<file path="config.mk">
export PLATFORM = sky130hd
export DESIGN_NAME = emcs_top
export DESIGN_NICKNAME = d
export VERILOG_FILES = /design/src/hw/emcs_pkg.sv /design/src/hw/emcs_fifo.sv /design/src/hw/emcs_mgmt.sv /design/src/hw/emcs_top.sv
export SDC_FILE = /design/constraint.sdc
export NUM_CORES = 1
export LEC_CHECK = 0
export BUFFER_PORTS_ARGS = -buffer_cell sky130_fd_sc_hd__buf_2
export CORE_MARGIN = 1.5
export CORE_UTILIZATION = 46
export CTS_BUF_LIST = sky130_fd_sc_hd__clkbuf_8 sky130_fd_sc_hd__clkbuf_16
export DETAILED_ROUTE_END_ITERATION = 7
export PLACE_DENSITY = 0.6
export SLEW_MARGIN = 25
export SYNTH_ARGS = -nofsm -noshare
export SYNTH_HDL_FRONTEND = slang
export SYNTH_SLANG_ARGS = --single-unit
</file>
<file path="constraint.sdc">
create_clock -name mclk -period 13 [get_ports mclk]
set_clock_uncertainty 0.05 [all_clocks]
set_input_delay 1.3 -clock mclk [delete_from_list [all_inputs] [get_ports mclk]]
set_output_delay 1.3 -clock mclk [all_outputs]
set_load 0.05 [all_outputs]
</file>
<file path="src/hw/emcs_pkg.sv">
/*
 Shared constants and carriers of the MAC line configuration block.
 Assumes a single 50 MHz system clock domain.
*/
package emcs_pkg;
  // ==========================================================
  // Register offsets
  localparam logic [7:0] OFF_CTRL = 8'h00;
  localparam logic [7:0] OFF_CFG = 8'h04;
  localparam logic [7:0] OFF_STAT = 8'h08;
  localparam logic [7:0] OFF_MAINT = 8'h34;
  // ==========================================================
  // Control fields
  localparam int CTRL_RX_EN = 2;
  localparam int CTRL_TX_EN = 3;
  localparam int CTRL_MGMT_EN = 4;
  localparam logic [31:0] CTRL_WMASK = 32'h0000_001c;
  // ==========================================================
  // Configuration fields
  localparam int CFG_SPEED = 0;
  localparam int CFG_FDX = 1;
  localparam int CFG_MUST1 = 4;
  localparam int CFG_LONG = 8;
  localparam int CFG_DIV_LO = 10;
  localparam int CFG_RETRY_TEST = 12;
  localparam int CFG_PAUSE_EN = 13;
  localparam int CFG_LEN_CHK = 16;
  localparam int CFG_HDX_RX = 18;
  localparam int CFG_IGN_FCS = 19;
  localparam logic [31:0] CFG_WMASK = 32'h000d_3d13;
  localparam logic [31:0] CFG_RESET = 32'h0000_0800;
  localparam int STAT_IDLE = 2;
  // ==========================================================
  // Frame limits
  localparam logic [11:0] MAX_STD = 12'd1518;
  localparam logic [11:0] MAX_LONG = 12'd2000;
  localparam logic [11:0] LEN_OVERHEAD = 12'd18;
  localparam logic [15:0] TYPE_MIN = 16'h0600;
  localparam logic [11:0] LF_HI_POS = 12'd12;
  localparam logic [11:0] LF_LO_POS = 12'd13;
  localparam logic [11:0] CNT_MAX = 12'hfff;
  // 512 bit times in 4-bit receive clock cycles
  localparam logic [6:0] TICKS_PER_QUANTUM = 7'd127;
  localparam logic [9:0] ONE_SLOT = 10'h001;
  localparam int MAX_EXP = 10;
  // ==========================================================
  // Management timing
  localparam real SYS_MHZ = 50.0;
  localparam real MDC_MAX_MHZ = 2.5;
  localparam int MDC_MIN_DIV = int'(SYS_MHZ / MDC_MAX_MHZ);
  localparam logic [5:0] HALF_DIV0 = 6'(MDC_MIN_DIV / 2);
  localparam logic [5:0] HALF_DIV1 = 6'd12;
  localparam logic [5:0] HALF_DIV2 = 6'd16;
  localparam logic [5:0] HALF_DIV3 = 6'd32;
  localparam logic [6:0] MGMT_BITS = 7'd64;
  localparam logic [6:0] MGMT_TA_BIT = 7'd46;
  localparam logic [1:0] OP_READ = 2'b10;
  localparam int DESC_W = 13;
  localparam int FIFO_D = 16;
  // ==========================================================
  // Carriers
  typedef enum logic [1:0] {
    EMCS_MEDIA_MII = 2'b00,
    EMCS_MEDIA_RMII = 2'b01,
    EMCS_MEDIA_SMII = 2'b10
  } emcs_media_t;

  typedef struct packed {
    logic [7:0] data;
    logic last;
    logic fcs_bad;
  } emcs_beat_t;

  typedef struct packed {
    logic [11:0] len;
    logic fcs_bad;
  } emcs_desc_t;
endpackage : emcs_pkg

</file>
<file path="src/hw/emcs_fifo.sv">
/*
 Parameterised valid/ready FIFO for frame descriptors.
 Assumes one clock; ce low freezes everything.
*/
`timescale 1ns/10ps
module emcs_fifo #(
  parameter int W = 8,
  parameter int D = 16,
  parameter int AW = $clog2(D)
) (
  // Clock and reset
  input wire logic mclk,
  input wire logic nrst,
  input wire logic ce,
  // Fill side
  input wire logic in_valid,
  output logic in_ready,
  input wire logic [W-1:0] in_data,
  // Drain side
  output logic out_valid,
  input wire logic out_ready,
  output logic [W-1:0] out_data
);
  typedef struct packed {
    logic [AW:0] wp;
    logic [AW:0] rp;
  } emcs_fifo_st_t;

  emcs_fifo_st_t st_ff, nxt_st;
  logic [W-1:0] mem [D];
  logic full, empty, push, pop;

  assign empty = st_ff.wp == st_ff.rp;
  assign full = (st_ff.wp[AW-1:0] == st_ff.rp[AW-1:0]) && (st_ff.wp[AW] != st_ff.rp[AW]);
  assign in_ready = !full;
  assign out_valid = !empty;
  assign out_data = mem[st_ff.rp[AW-1:0]];
  assign push = ce && in_valid && !full;
  assign pop = ce && out_ready && !empty;

  always_comb begin
    nxt_st = st_ff;
    if (push) begin
      nxt_st.wp = st_ff.wp + 1'b1;
    end
    if (pop) begin
      nxt_st.rp = st_ff.rp + 1'b1;
    end
  end

  always_ff @(posedge mclk or negedge nrst) begin
    if (!nrst) begin
      st_ff <= '0;
    end else begin
      st_ff <= nxt_st;
    end
  end

  // Storage has no reset: only slots between pointers are read
  always_ff @(posedge mclk) begin
    if (push) begin
      mem[st_ff.wp[AW-1:0]] <= in_data;
    end
  end
endmodule : emcs_fifo

</file>
<file path="src/hw/emcs_mgmt.sv">
/*
 Serial management engine: MDC divider and 64-bit MDIO frame shifter.
 Assumes the caller starts a frame only while idle.
*/
`timescale 1ns/10ps
module emcs_mgmt
  import emcs_pkg::*;
(
  // Clock and reset
  input wire logic mclk,
  input wire logic nrst,
  input wire logic ce,
  // Control
  input wire logic enable,
  input wire logic [1:0] div_code,
  input wire logic start,
  input wire logic [31:0] cmd,
  output logic idle,
  output logic [15:0] rd_data,
  // Pins
  output logic mdc,
  input wire logic mdio_i,
  output logic mdio_o,
  output logic mdio_oe
);
  typedef enum logic {
    EMCS_M_IDLE = 1'b0,
    EMCS_M_RUN = 1'b1
  } emcs_mstate_t;

  typedef struct packed {
    emcs_mstate_t fsm;
    logic [5:0] div;
    logic [6:0] bits;
    logic [63:0] sh;
    logic rd;
    logic clk;
    logic [15:0] rdat;
  } emcs_mgmt_st_t;

  emcs_mgmt_st_t st_ff, nxt_st;
  logic [5:0] half;

  always_comb begin
    unique case (div_code)
      2'd0: half = HALF_DIV0;
      2'd1: half = HALF_DIV1;
      2'd2: half = HALF_DIV2;
      2'd3: half = HALF_DIV3;
    endcase
  end

  always_comb begin
    nxt_st = st_ff;
    unique case (st_ff.fsm)
      EMCS_M_IDLE: begin
        nxt_st.clk = 1'b0;
        if (start && enable) begin
          nxt_st.fsm = EMCS_M_RUN;
          nxt_st.sh = {32'hffff_ffff, cmd};
          nxt_st.rd = cmd[29:28] == OP_READ;
          nxt_st.bits = '0;
          nxt_st.div = '0;
        end
      end
      EMCS_M_RUN: begin
        nxt_st.div = st_ff.div + 1'b1;
        if (st_ff.div == half - 1'b1) begin
          nxt_st.div = '0;
          nxt_st.clk = !st_ff.clk;
          if (st_ff.clk) begin
            // Falling edge: advance to next bit
            nxt_st.sh = {st_ff.sh[62:0], 1'b0};
            nxt_st.bits = st_ff.bits + 1'b1;
            if (st_ff.bits == MGMT_BITS - 1'b1) begin
              nxt_st.fsm = EMCS_M_IDLE;
            end
          end else if (st_ff.rd && st_ff.bits > MGMT_TA_BIT) begin
            nxt_st.rdat = {st_ff.rdat[14:0], mdio_i};
          end
        end
        if (!enable) begin
          nxt_st.fsm = EMCS_M_IDLE;
          nxt_st.clk = 1'b0;
        end
      end
    endcase
  end

  always_ff @(posedge mclk or negedge nrst) begin
    if (!nrst) begin
      st_ff <= '0;
    end else if (ce) begin
      st_ff <= nxt_st;
    end
  end

  assign idle = st_ff.fsm == EMCS_M_IDLE;
  assign mdc = st_ff.clk && enable;
  assign mdio_o = st_ff.sh[63];
  assign mdio_oe = enable && st_ff.fsm == EMCS_M_RUN && !(st_ff.rd && st_ff.bits >= MGMT_TA_BIT);
  assign rd_data = st_ff.rdat;
endmodule : emcs_mgmt

</file>
<file path="src/hw/emcs_top.sv">
/*
 MAC line configuration and status registers with the receive frame
 screening, pause, back-off and media controls they steer.
 Assumes a word-wide synchronous host port and byte beats from the
 receive decoder, all on mclk.
*/
// Notes on behaviour
// With ignore_receive_checksum set, frames with a bad checksum are kept.
// With ignore_receive_checksum set, the checksum error count does not move.
// With half-duplex receive set, frames arriving during transmit are kept.
// With length checking on, a frame shorter than its length field is dropped.
// A length/type value that is a type never counts as a length error.
// With pause honouring set, a received pause frame holds the transmitter.
// With back-off test set, every back-off is exactly one slot.
// With back-off test set, the pause count drops every receive clock tick.
// The two-bit divider code picks the MDC division and resets to 2.
// MDC toggles only during a management frame and stays at or below 2.5 MHz.
// Frames above 1518 bytes are dropped, or above 2000 with long frames on.
// Full duplex masks collision and carrier sense and allows receive in transmit.
// The speed bit picks 10 or 100 Mbit/s, for reduced and serial media only.
// The management idle status bit is one when no frame runs, and after reset.
// Configuration bits 31 to 20 read zero and ignore writes.
// With the management port disabled, MDIO floats and MDC stays low.
// Divider code 2 divides by 32, keeping MDC near 1.56 MHz.
`timescale 1ns/10ps
module emcs_top
  import emcs_pkg::*;
(
  // Clock and reset
  input wire logic mclk,
  input wire logic nrst,
  input wire logic ce,
  // Host register port
  input wire logic reg_cs,
  input wire logic reg_wr,
  input wire logic [7:0] reg_addr,
  input wire logic [31:0] reg_wdata,
  output logic [31:0] reg_rdata,
  // Receive byte stream
  input wire logic rx_valid,
  output logic rx_ready,
  input wire emcs_pkg::emcs_beat_t rx_beat,
  input wire logic rx_tick,
  // Accepted frame descriptors
  output logic desc_valid,
  input wire logic desc_ready,
  output emcs_pkg::emcs_desc_t desc_data,
  output logic [15:0] fcs_err_count,
  // Pause and transmit support
  input wire logic pause_rx_valid,
  input wire logic [15:0] pause_rx_quanta,
  output logic tx_hold,
  input wire logic tx_active,
  input wire logic mii_col,
  input wire logic mii_crs,
  output logic col_seen,
  output logic crs_seen,
  input wire logic backoff_req,
  input wire logic [3:0] backoff_attempt,
  output logic [9:0] backoff_slots,
  // Media
  input wire emcs_pkg::emcs_media_t media_sel,
  output logic speed_100,
  // Management pins
  output logic mdc,
  input wire logic mdio_i,
  output logic mdio_o,
  output logic mdio_oe
);
  import emcs_pkg::*;

  typedef enum logic [1:0] {
    EMCS_RX_IDLE = 2'b00,
    EMCS_RX_RECV = 2'b01,
    EMCS_RX_DROP = 2'b11
  } emcs_rxstate_t;

  typedef struct packed {
    logic [31:0] ctrl;
    logic [31:0] cfg;
    logic [31:0] rdata;
    emcs_rxstate_t rx;
    logic [11:0] cnt;
    logic [15:0] lf;
    logic [15:0] fcs_cnt;
    logic [15:0] pause;
    logic [6:0] qdiv;
    logic [9:0] lfsr;
    logic [9:0] slots;
  } emcs_st_t;

  emcs_st_t st_ff, nxt_st;

  // ==========================================================
  // Decode helpers
  function automatic logic hit(input logic [7:0] a, input logic [7:0] off);
    return a == off;
  endfunction : hit

  function automatic logic [9:0] exp_mask(input logic [3:0] n);
    logic [3:0] k;
    k = (n > 4'(MAX_EXP)) ? 4'(MAX_EXP) : n;
    return 10'((11'h001 << k) - 11'h001);
  endfunction : exp_mask

  logic wr_fire;
  logic beat_fire;
  logic rx_allowed;
  logic [11:0] meas;
  logic [11:0] max_len;
  logic too_long;
  logic len_err;
  logic fcs_reject;
  logic accept;
  logic push;
  logic push_ready;
  logic slot_tick;
  logic dec_tick;
  logic mgmt_idle;
  logic mgmt_start;
  logic [15:0] mgmt_rdata;
  emcs_desc_t push_desc;

  assign wr_fire = ce && reg_cs && reg_wr;
  assign mgmt_start = wr_fire && hit(reg_addr, OFF_MAINT);
  assign beat_fire = ce && rx_valid && rx_ready;

  // ==========================================================
  // Receive screening
  assign rx_allowed = st_ff.cfg[CFG_FDX] || st_ff.cfg[CFG_HDX_RX] || !tx_active;
  assign meas = (st_ff.cnt == CNT_MAX) ? CNT_MAX : st_ff.cnt + 12'h001;
  assign max_len = st_ff.cfg[CFG_LONG] ? MAX_LONG : MAX_STD;
  assign too_long = meas > max_len;
  // Type values skip the check entirely
  assign len_err = st_ff.cfg[CFG_LEN_CHK] && (st_ff.lf < TYPE_MIN)
    && (meas < LEN_OVERHEAD || 16'(meas - LEN_OVERHEAD) < st_ff.lf);
  assign fcs_reject = rx_beat.fcs_bad && !st_ff.cfg[CFG_IGN_FCS];
  assign accept = !too_long && !len_err && !fcs_reject;
  assign push = beat_fire && rx_beat.last && st_ff.rx == EMCS_RX_RECV && accept;
  assign push_desc = '{len: meas, fcs_bad: rx_beat.fcs_bad};
  // Whole stream stalls while the descriptor queue is full
  assign rx_ready = push_ready && st_ff.ctrl[CTRL_RX_EN];

  // ==========================================================
  // Pause timing
  assign slot_tick = rx_tick && st_ff.qdiv == TICKS_PER_QUANTUM;
  assign dec_tick = st_ff.cfg[CFG_RETRY_TEST] ? rx_tick : slot_tick;

  always_comb begin
    nxt_st = st_ff;
    nxt_st.rdata = '0;
    // ----------------------------------------------------------
    // Host port
    if (ce && reg_cs && !reg_wr) begin
      unique case (1'b1)
        hit(reg_addr, OFF_CTRL): nxt_st.rdata = st_ff.ctrl;
        hit(reg_addr, OFF_CFG): nxt_st.rdata = st_ff.cfg;
        hit(reg_addr, OFF_STAT): nxt_st.rdata = 32'(mgmt_idle) << STAT_IDLE;
        hit(reg_addr, OFF_MAINT): nxt_st.rdata = {16'h0000, mgmt_rdata};
        default: nxt_st.rdata = '0;
      endcase
    end
    if (wr_fire && hit(reg_addr, OFF_CTRL)) begin
      nxt_st.ctrl = reg_wdata & CTRL_WMASK;
    end
    if (wr_fire && hit(reg_addr, OFF_CFG)) begin
      nxt_st.cfg = reg_wdata & CFG_WMASK;
    end
    // ----------------------------------------------------------
    // Receive frame tracking
    if (beat_fire) begin
      nxt_st.cnt = meas;
      if (st_ff.cnt == LF_HI_POS) begin
        nxt_st.lf[15:8] = rx_beat.data;
      end
      if (st_ff.cnt == LF_LO_POS) begin
        nxt_st.lf[7:0] = rx_beat.data;
      end
      unique case (st_ff.rx)
        EMCS_RX_IDLE: begin
          nxt_st.rx = rx_allowed ? EMCS_RX_RECV : EMCS_RX_DROP;
          nxt_st.cnt = 12'h001;
          nxt_st.lf = '0;
        end
        EMCS_RX_RECV: begin
          if (!rx_allowed) begin
            nxt_st.rx = EMCS_RX_DROP;
          end
        end
        EMCS_RX_DROP: begin
          nxt_st.rx = EMCS_RX_DROP;
        end
        default: nxt_st.rx = EMCS_RX_IDLE;
      endcase
      if (rx_beat.last) begin
        nxt_st.rx = EMCS_RX_IDLE;
        if (st_ff.rx != EMCS_RX_DROP && rx_beat.fcs_bad && !st_ff.cfg[CFG_IGN_FCS]) begin
          nxt_st.fcs_cnt = st_ff.fcs_cnt + 16'h0001;
        end
      end
    end
    if (!st_ff.ctrl[CTRL_RX_EN]) begin
      nxt_st.rx = EMCS_RX_IDLE;
    end
    // ----------------------------------------------------------
    // Pause count
    if (ce && rx_tick) begin
      nxt_st.qdiv = slot_tick ? '0 : st_ff.qdiv + 7'h01;
    end
    if (ce && dec_tick && st_ff.pause != '0) begin
      nxt_st.pause = st_ff.pause - 16'h0001;
    end
    if (ce && pause_rx_valid && st_ff.cfg[CFG_PAUSE_EN]) begin
      nxt_st.pause = pause_rx_quanta;
    end
    if (!st_ff.cfg[CFG_PAUSE_EN]) begin
      nxt_st.pause = '0;
    end
    // ----------------------------------------------------------
    // Back-off draw
    if (ce) begin
      nxt_st.lfsr = {st_ff.lfsr[8:0], st_ff.lfsr[9] ^ st_ff.lfsr[6]};
    end
    if (ce && backoff_req) begin
      nxt_st.slots = st_ff.cfg[CFG_RETRY_TEST] ? ONE_SLOT
        : st_ff.lfsr & exp_mask(backoff_attempt);
    end
  end

  always_ff @(posedge mclk or negedge nrst) begin
    if (!nrst) begin
      st_ff <= '0;
      st_ff.cfg <= CFG_RESET;
      st_ff.lfsr <= 10'h001;
    end else if (ce) begin
      st_ff <= nxt_st;
    end
  end

  // ==========================================================
  // Outputs
  assign reg_rdata = st_ff.rdata;
  assign fcs_err_count = st_ff.fcs_cnt;
  assign tx_hold = st_ff.cfg[CFG_PAUSE_EN] && st_ff.pause != '0;
  assign col_seen = mii_col && !st_ff.cfg[CFG_FDX];
  assign crs_seen = mii_crs && !st_ff.cfg[CFG_FDX];
  assign backoff_slots = st_ff.slots;
  // Plain MII takes its rate from the PHY clock
  assign speed_100 = st_ff.cfg[CFG_SPEED] && media_sel != EMCS_MEDIA_MII;

  // ==========================================================
  // Descriptor queue
  emcs_fifo #(
    .W(DESC_W),
    .D(FIFO_D)
  ) u_fifo (
    .mclk(mclk),
    .nrst(nrst),
    .ce(ce),
    .in_valid(push),
    .in_ready(push_ready),
    .in_data(push_desc),
    .out_valid(desc_valid),
    .out_ready(desc_ready),
    .out_data(desc_data)
  );

  // ==========================================================
  // Management engine
  emcs_mgmt u_mgmt (
    .mclk(mclk),
    .nrst(nrst),
    .ce(ce),
    .enable(st_ff.ctrl[CTRL_MGMT_EN]),
    .div_code(st_ff.cfg[CFG_DIV_LO +: 2]),
    .start(mgmt_start && mgmt_idle),
    .cmd(reg_wdata),
    .idle(mgmt_idle),
    .rd_data(mgmt_rdata),
    .mdc(mdc),
    .mdio_i(mdio_i),
    .mdio_o(mdio_o),
    .mdio_oe(mdio_oe)
  );
endmodule : emcs_top

</file>
Yosys cells after proc, flatten, opt, wreduce, memory -nomap -nowiden
Memory sizes are Yosys's and may differ from the RTL's.
Index checks and enable logic that the tools add are counted.
{"block": "word_totals", "output_inout_bits": 80, "input_bits": 86, "mem_count": 1, "mem_bits_rw": 208, "reg_bits": 241, "elab_cells": 186}
{"block": "op_classes", "bitwise": 4, "n_lt_le_gt_ge": 7, "muxes": 37, "shifts": 1, "n_reduce_logical": 78, "addsub": 11, "n_eq_ne": 26}
{"memory": "u_fifo.mem", "words": 16, "width": 13, "rd": 1, "rd_ports_with_merged_regs": 0, "wr": 1, "line": "emcs_fifo.sv:30", "source": "logic [W-1:0] mem [D];"}
{"op": "case mux 78 bit (2 select lines)", "n": 1}
{"op": "2-to-1 mux 16 bit", "n": 7}
{"op": "case mux 20 bit (4 select lines)", "n": 1}
{"op": "2-to-1 mux 79 bit", "n": 1}
{"op": "2-to-1 mux 78 bit", "n": 1}
{"op": "2-to-1 mux 71 bit", "n": 1}
{"op": "2-to-1 mux 46 bit", "n": 1}
{"op": "logical AND 1 bit", "n": 42}
{"op": "2-to-1 mux 32 bit", "n": 1}
{"op": "2-to-1 mux 28 bit", "n": 1}
{"op": "equality test 12 x 4 -> 1 bit (second input constant)", "n": 2}
{"op": "case mux 6 bit (4 select lines)", "n": 1}
{"op": "2-to-1 mux 10 bit", "n": 2}
{"op": "2-to-1 mux 17 bit", "n": 1}
{"op": "adder 16 x 1 -> 16 bit (second input constant)", "n": 1}
{"op": "< comparator 16 x 11 -> 1 bit (second input constant)", "n": 1}
{"op": "< comparator 16 bit", "n": 1}
{"op": "2-to-1 mux 8 bit", "n": 2}
{"op": "AND reduction 2 bit", "n": 8}
{"op": "nonzero test 16 bit", "n": 1}
{"op": "subtractor 16 x 1 -> 16 bit (second input constant)", "n": 1}
{"op": "adder 7 x 1 -> 7 bit (second input constant)", "n": 2}
{"op": "subtractor 12 x 5 -> 13 bit (second input constant)", "n": 1}
{"op": "adder 12 x 1 -> 12 bit (second input constant)", "n": 1}
{"op": "other kinds (45)", "n": 82}

Longest topological paths before layout
{"block": "logic_depth", "ltp_word": 14, "depth_mapped": 20}

Modules after synthesis
Synthesis repeated with hierarchy kept, for this count alone.
{"block": "hier_totals", "hier_cells": 1706, "area_unflattened_um2": 20696.1}
{"mod": "emcs_fifo", "area_per_inst_um2": 8695.8, "instances": 1, "cells_per_inst": 430, "seq_area_each_um2": 6496.2}
{"mod": "emcs_top", "area_per_inst_um2": 7228.2, "instances": 1, "cells_per_inst": 797, "seq_area_each_um2": 3055.4}
{"mod": "emcs_mgmt", "area_per_inst_um2": 4772.1, "instances": 1, "cells_per_inst": 479, "seq_area_each_um2": 2402.3}

Worst setup path after synthesis
No wires, ideal clock.
{"block": "synth_timing", "path_kind": "reg2reg", "from": "register st_ff[75] in the netlist's numbering", "to": "memory u_fifo.mem[4][0] in the netlist's numbering, enable pin", "arrival_time_ns": 4.178, "path_buffers": 2, "path_slack_ns": 8.412, "t_required_ns": 12.589, "path_stages_with_launch": 21, "setup_time_ns": 0.361, "path_cell_list": "dfrtp_1 > ha_1 > clkbuf_1 > nand3_1 > nor3_2 > nor2_1 > ha_1 > nand4_1 > a31o_2 > nor4_1 > nand2_1 > xnor2_1 > ha_1 > nand4_1 > nor2_1 > nor4_1 > o21ai_0 > o2111ai_1 > nor3_4 > buf_6 > and3_1"}
{"block": "synth_between", "elab_chain_len": 14, "elab_cells_between_ends": 18}
{"item": "start: declaration", "line": "emcs_top.sv:92", "source": "emcs_st_t st_ff, nxt_st;"}
{"item": "start signal: assignment", "line": "emcs_top.sv:236", "source": "st_ff <= nxt_st;"}
{"item": "adder 12 x 1 -> 12 bit / equality test 12 bit (equally long branches)", "line": "emcs_top.sv:131", "source": "assign meas = (st_ff.cnt == CNT_MAX) ? CNT_MAX : st_ff.cnt + 12'h001;"}
{"item": "2-to-1 mux 12 bit *", "line": "emcs_top.sv:131"}
{"item": "subtractor 12 x 5 -> 13 bit", "line": "emcs_top.sv:136", "source": "&& (meas < LEN_OVERHEAD || 16'(meas - LEN_OVERHEAD) < st_ff.lf);"}
{"item": "< comparator 16 bit", "line": "emcs_top.sv:136"}
{"item": "logical OR 1 bit", "line": "emcs_top.sv:136"}
{"item": "logical AND 1 bit", "line": "emcs_top.sv:136"}
{"item": "logical NOT 1 bit", "line": "emcs_top.sv:138", "source": "assign accept = !too_long && !len_err && !fcs_reject;"}
{"item": "logical AND 1 bit * (2 in series)", "line": "emcs_top.sv:138"}
{"item": "logical AND 1 bit *", "line": "emcs_top.sv:139", "source": "assign push = beat_fire && rx_beat.last && st_ff.rx == EMCS_RX_RECV && accept;"}
{"item": "logical AND 1 bit * (2 in series)", "line": "emcs_fifo.sv:38", "source": "assign push = ce && in_valid && !full;"}
{"item": "2-to-1 mux 1 bit *", "line": "emcs_fifo.sv:61", "source": "if (push) begin"}
{"item": "2-to-1 mux 1 bit (not written as such) *", "line": "emcs_fifo.sv:62", "source": "mem[st_ff.wp[AW-1:0]] <= in_data;"}
{"item": "end: declaration", "line": "emcs_fifo.sv:30"}
Every way passes the cells marked *; elsewhere a longest branch is shown, timed or not.

Worst setup path after layout
{"block": "layout_timing", "from": "register st_ff[75] in the netlist's numbering", "to": "memory u_fifo.mem[1][5] in the netlist's numbering, enable pin"}
{"block": "layout_between", "elab_chain_len": 14, "elab_cells_between_ends": 18}
{"item": "adder 12 x 1 -> 12 bit / equality test 12 bit (equally long branches)", "line": "emcs_top.sv:131"}
{"item": "2-to-1 mux 12 bit *", "line": "emcs_top.sv:131"}
{"item": "via meas[2]", "line": "emcs_top.sv:109", "source": "logic [11:0] meas;"}
{"item": "subtractor 12 x 5 -> 13 bit", "line": "emcs_top.sv:136"}
{"item": "< comparator 16 bit", "line": "emcs_top.sv:136"}
{"item": "logical OR 1 bit", "line": "emcs_top.sv:136"}
{"item": "logical AND 1 bit", "line": "emcs_top.sv:136"}
{"item": "logical NOT 1 bit", "line": "emcs_top.sv:138"}
{"item": "logical AND 1 bit * (2 in series)", "line": "emcs_top.sv:138"}
{"item": "logical AND 1 bit *", "line": "emcs_top.sv:139"}
{"item": "logical AND 1 bit * (2 in series)", "line": "emcs_fifo.sv:38"}
{"item": "2-to-1 mux 1 bit *", "line": "emcs_fifo.sv:61"}
{"item": "2-to-1 mux 1 bit (not written as such) *", "line": "emcs_fifo.sv:62"}
Mark *: on every way through the listed nets, which the timed path passes. The rest lies on a longest branch.

==> run summary <==
In this run the core area contains 76 standard-cell rows. The average cell area after synthesis is 12.52 µm². The congestion estimate from routability-driven global placement came to 0.8509. TritonCTS built the clock tree. Startpoint class of the critical path: a flop. The run gives 71.10 mm as the first-pass GRT wire length.

Counting every sink on the clock net gives 436. The top-level port count came out at 166. Adding up every negative setup slack in the final design gives 0 ns.

The biggest cell delay along the critical path was 0.74 ns. The die boundary width is 211.9 µm. The class of the tightest hold or removal check was reg2reg.

Number of antenna violations at the first check in global routing: 6. The number of synthesis warnings was 0; the final count of negative-setup-slack endpoints was 0. The routed design has 45.31 mm of wire. The number of buffers and inverters on the critical path came out at 1. At the pin with the least slew margin, the transition time is 0.9893 ns.

For the worst-skew pair, the clock arrives at the later sink with an insertion delay of 0.60 ns. Summing all multi-input logic gate instances after layout gives 7164 µm². The part of the cycle the worst path needs works out to 43.95%. The critical path's top delay family is simple AND/OR/NAND/NOR gates. The static leakage power was 9.400 nW; the total power divided by cell area was 174.7 nW/µm². For this block, the via count after detailed routing is 12770. The share of the Yosys chip area taken by registers is 59.53%. Counting along the longest clock path gives a buffer depth of 3. The least setup slack across all paths after layout was 7.287 ns; the post-place instance area was 20950 µm².

The largest fanout on the critical path is 18, and the post-cts resize count is 0. CTS placed an instance of sky130_fd_sc_hd__clkbuf_16 at the clock tree root. The count of buffers added on input and output ports is 152.

For the remaining number of nets flagged by the antenna check after routing, the log shows 0. The run gives 76 as the count of unique library cells instantiated by Yosys. For the total number of nets in the final design, the log shows 1814. Using the TritonRoute via totals, the vias-per-cell ratio works out to 5.508. For the worst setup path, the data required time is 13.17 ns.

The violation count after the first detailed-routing iteration is 830. The tools report the finished layout cell area as 22620 µm². The count of filler cells inserted in the layout was 3702; the fraction of registers with async set/reset was 52.29%. The run gives 0 as the number of buffers added for setup after CTS. The share of the synthesized area in the top cell type works out to 31.10%.

Once detailed placement completed, the half-perimeter wirelength came to 29.53 mm. The total of max-cap violations is 0. Ranked by total cell area, the synthesized netlist is headed by sky130_fd_sc_hd__edfxtp_1 31%, sky130_fd_sc_hd__dfrtp_1 28%, sky130_fd_sc_hd__mux4_2 7.3%. The library cell used most frequently in the layout, excluding fill and tap cells, is sky130_fd_sc_hd__dfrtp_1. The overall overflow remaining after global route is 0.

Traced cell by cell, the critical path runs through ha_1 -> nand3_1 -> or3_1 -> and2_1 -> inv_1 -> nor3_1 -> o211a_1 -> and3_1 -> ha_1 -> nand4_1 -> nor2_1 -> nor4_1 -> o21ai_0 -> o2111ai_1 -> nor3_4 -> and3_1. The H-tree was split into 2 levels. STA classifies the critical path endpoint as a flop. The flip-flop and latch count after synthesis was 436.

Number of global-route vias before repair: 12590. After clock tree synthesis, the clock-pin slew on the worst setup and hold paths is 0.06 ns. The signal arrival time at the worst endpoint is 5.88 ns. The most used flip-flop cell after synthesis is sky130_fd_sc_hd__dfrtp_1. The tools report the pre-CTS worst setup slack as 7.297 ns.

In the layout the commonest cells are 224 x sky130_fd_sc_hd__dfrtp_1, 208 x sky130_fd_sc_hd__edfxtp_1, 151 x sky130_fd_sc_hd__buf_2. In the synthesized netlist, the number of instances is 1604. Based on the critical path, the design can be clocked at up to 175.0 MHz. The total count of max-transition violations in the final report is 0, and the minimum clock period is 5.713 ns. The run finished with clean final reports. The synthesized design spends more area on one cell type than any other, namely sky130_fd_sc_hd__edfxtp_1.

The setup path with the least slack is of type reg2reg. The tools report the overall fraction of global-route tracks in use as 20.63%. In this run, post-CTS hold repair placed 0 buffers. Dividing the detail-routed wire length by the instance count gives 19.55 µm. Headroom to the max-slew limit came out at 34.05%. Once the floorplan was initialized, standard cells occupied 46.62% of the core.

Number of design rule violations left after detail routing: 0. The number of clock buffers added by TritonCTS is 48. In the final layout, flip-flops and latches occupy 11960 µm².

Entering global routing, the biggest net connects 96 pins. From synthesis to final layout, the design area changed by 12.63%. Across the VDD grid, the largest voltage drop is 0.1295 mV. The floorplan step set the die height to 211.9 µm.

The final-report hold violation count came out at 0. Critical path's slowest cell: sky130_fd_sc_hd__and3_1. The die covers 44920 µm². Setup repair after global routing left no endpoint under its margin. The share of final-layout standard cells stronger than drive strength 1 is 21.50%, and the first-pass iteration count of the detailed router is 5. The cell area that synthesis handed to floorplanning was 20080 µm². Counting flops with a built-in enable in the synthesized netlist gives 208.

In this run the standard cell core region covers 43080 µm².
-- synth_stat cells (22+ instances only) --
master and count:
sky130_fd_sc_hd__nand3_1 27, sky130_fd_sc_hd__ha_1 38, sky130_fd_sc_hd__mux2_2 39, sky130_fd_sc_hd__dfrtp_1 226
sky130_fd_sc_hd__nand2_1 102, sky130_fd_sc_hd__buf_4 62, sky130_fd_sc_hd__o21ai_0 89, sky130_fd_sc_hd__clkbuf_1 42
sky130_fd_sc_hd__edfxtp_1 208, sky130_fd_sc_hd__nor2_1 135, sky130_fd_sc_hd__mux4_2 65, sky130_fd_sc_hd__inv_1 60
sky130_fd_sc_hd__and3_1 25, sky130_fd_sc_hd__xor2_1 32, sky130_fd_sc_hd__a21oi_1 129, sky130_fd_sc_hd__buf_2 24
sky130_fd_sc_hd__a22oi_1 41, sky130_fd_sc_hd__nor3_1 22
-- report_power, final --
| part | internal, W | total [W] | switching [W] |
|---|---|---|---|
| registers | 0.00155 | 0.00163 | 0.0000741 |
| clock network | 0.000839 | 0.00140 | 0.000563 |
| logic | 0.000332 | 0.000920 | 0.000588 |
-- layer usage --
metal  share of wire (%)  GRT usage (%)
met3                 4.9          3.679
met4                 3.1          8.079
met5               0.046              0
met1                  44          27.53
met2                  48          33.59
-- registers in the layout (all words and copies together), names as in the netlist --
register / flops
u_fifo.st_ff: 10
u_mgmt.rd_data: 16
u_fifo.mem: 208
reg_rdata: 19
backoff_slots: 10
u_mgmt.mdio_o: 1
u_mgmt.st_ff: 79
fcs_err_count: 16
st_ff: 77
-- worst paths after layout --
check	startpoint	to	slack, ns	cells after the start
worst min register to register	st_ff[26]$_DFFE_PN0P_	st_ff[26]$_DFFE_PN0P_	0.42	1
min in group asynchronous	nrst	backoff_slots[8]$_DFFE_PN0P_	0.67	1
worst max-delay path	st_ff[75]$_DFFE_PN0P_	u_fifo.mem[1][5]$_DFFE_PP_	7.29	16
max in group asynchronous	nrst	u_mgmt.st_ff[24]$_DFFE_PN0P_	10.15	3
worst min-delay path	st_ff[26]$_DFFE_PN0P_	st_ff[26]$_DFFE_PN0P_	0.42	1
worst max register to register	st_ff[75]$_DFFE_PN0P_	u_fifo.mem[1][5]$_DFFE_PP_	7.29	16
-- stage by stage --
stage	util [%]	hold slack, ns	instances	total power, W
6_report	52.50	0.4150	2318	0.003951
5_1_grt	52.50	0.4282	2318	0.004129
4_1_cts	52.48	0.4204	2315	0.003996
3_3_place_gp	48.63	0.4026	2225	0.002572
2_1_floorplan	-	0.3864	1616	0.002338
3_5_place_dp	48.64	0.4032	2225	0.002590
-- logic make-up (layout without fill, tap and decap cells) --
| family | count (synthesis) | count (layout) | share of synthesized area (%) |
|---|---|---|---|
| AOI/OAI and AO/OA | 339 | 339 | 10.29 |
| muxes | 111 | 111 | 9.851 |
| and+or+nand+nor | 424 | 424 | 10.44 |
| adders and majority gates | 38 | 38 | 2.368 |
| xor gates and xnor gates | 54 | 54 | 2.393 |
| buffers and inverters | 201 | 315 | 5.103 |
| other | 1 | 16 | 0.01867 |
| DFF | 436 | 436 | 59.53 |
-- cell type report --
| type | count | area share (%) |
|---|---|---|
| sequential | 436 | 52.88 |
| antenna | 3 | 0.03319 |
| clock buffer | 52 | 5.554 |
| multi-input combinational | 979 | 31.68 |
| clock inverter | 38 | 1.754 |
| timing repair buffer | 165 | 3.873 |
| tap | 585 | 3.236 |
| inverter | 60 | 0.9958 |
-- worst reg2reg max path: cells and delay by family, from the launching register on --
family / cells / cell delay [ns]
flip-flops: 1 / 0.47
buffers and inverters: 1 / 0.48
AND/OR/NAND/NOR: 10 / 2.91
AO/OA/AOI/OAI: 3 / 0.78
adder cells (fa/ha/maj): 2 / 0.67
Power figures use the tool's default switching activity.
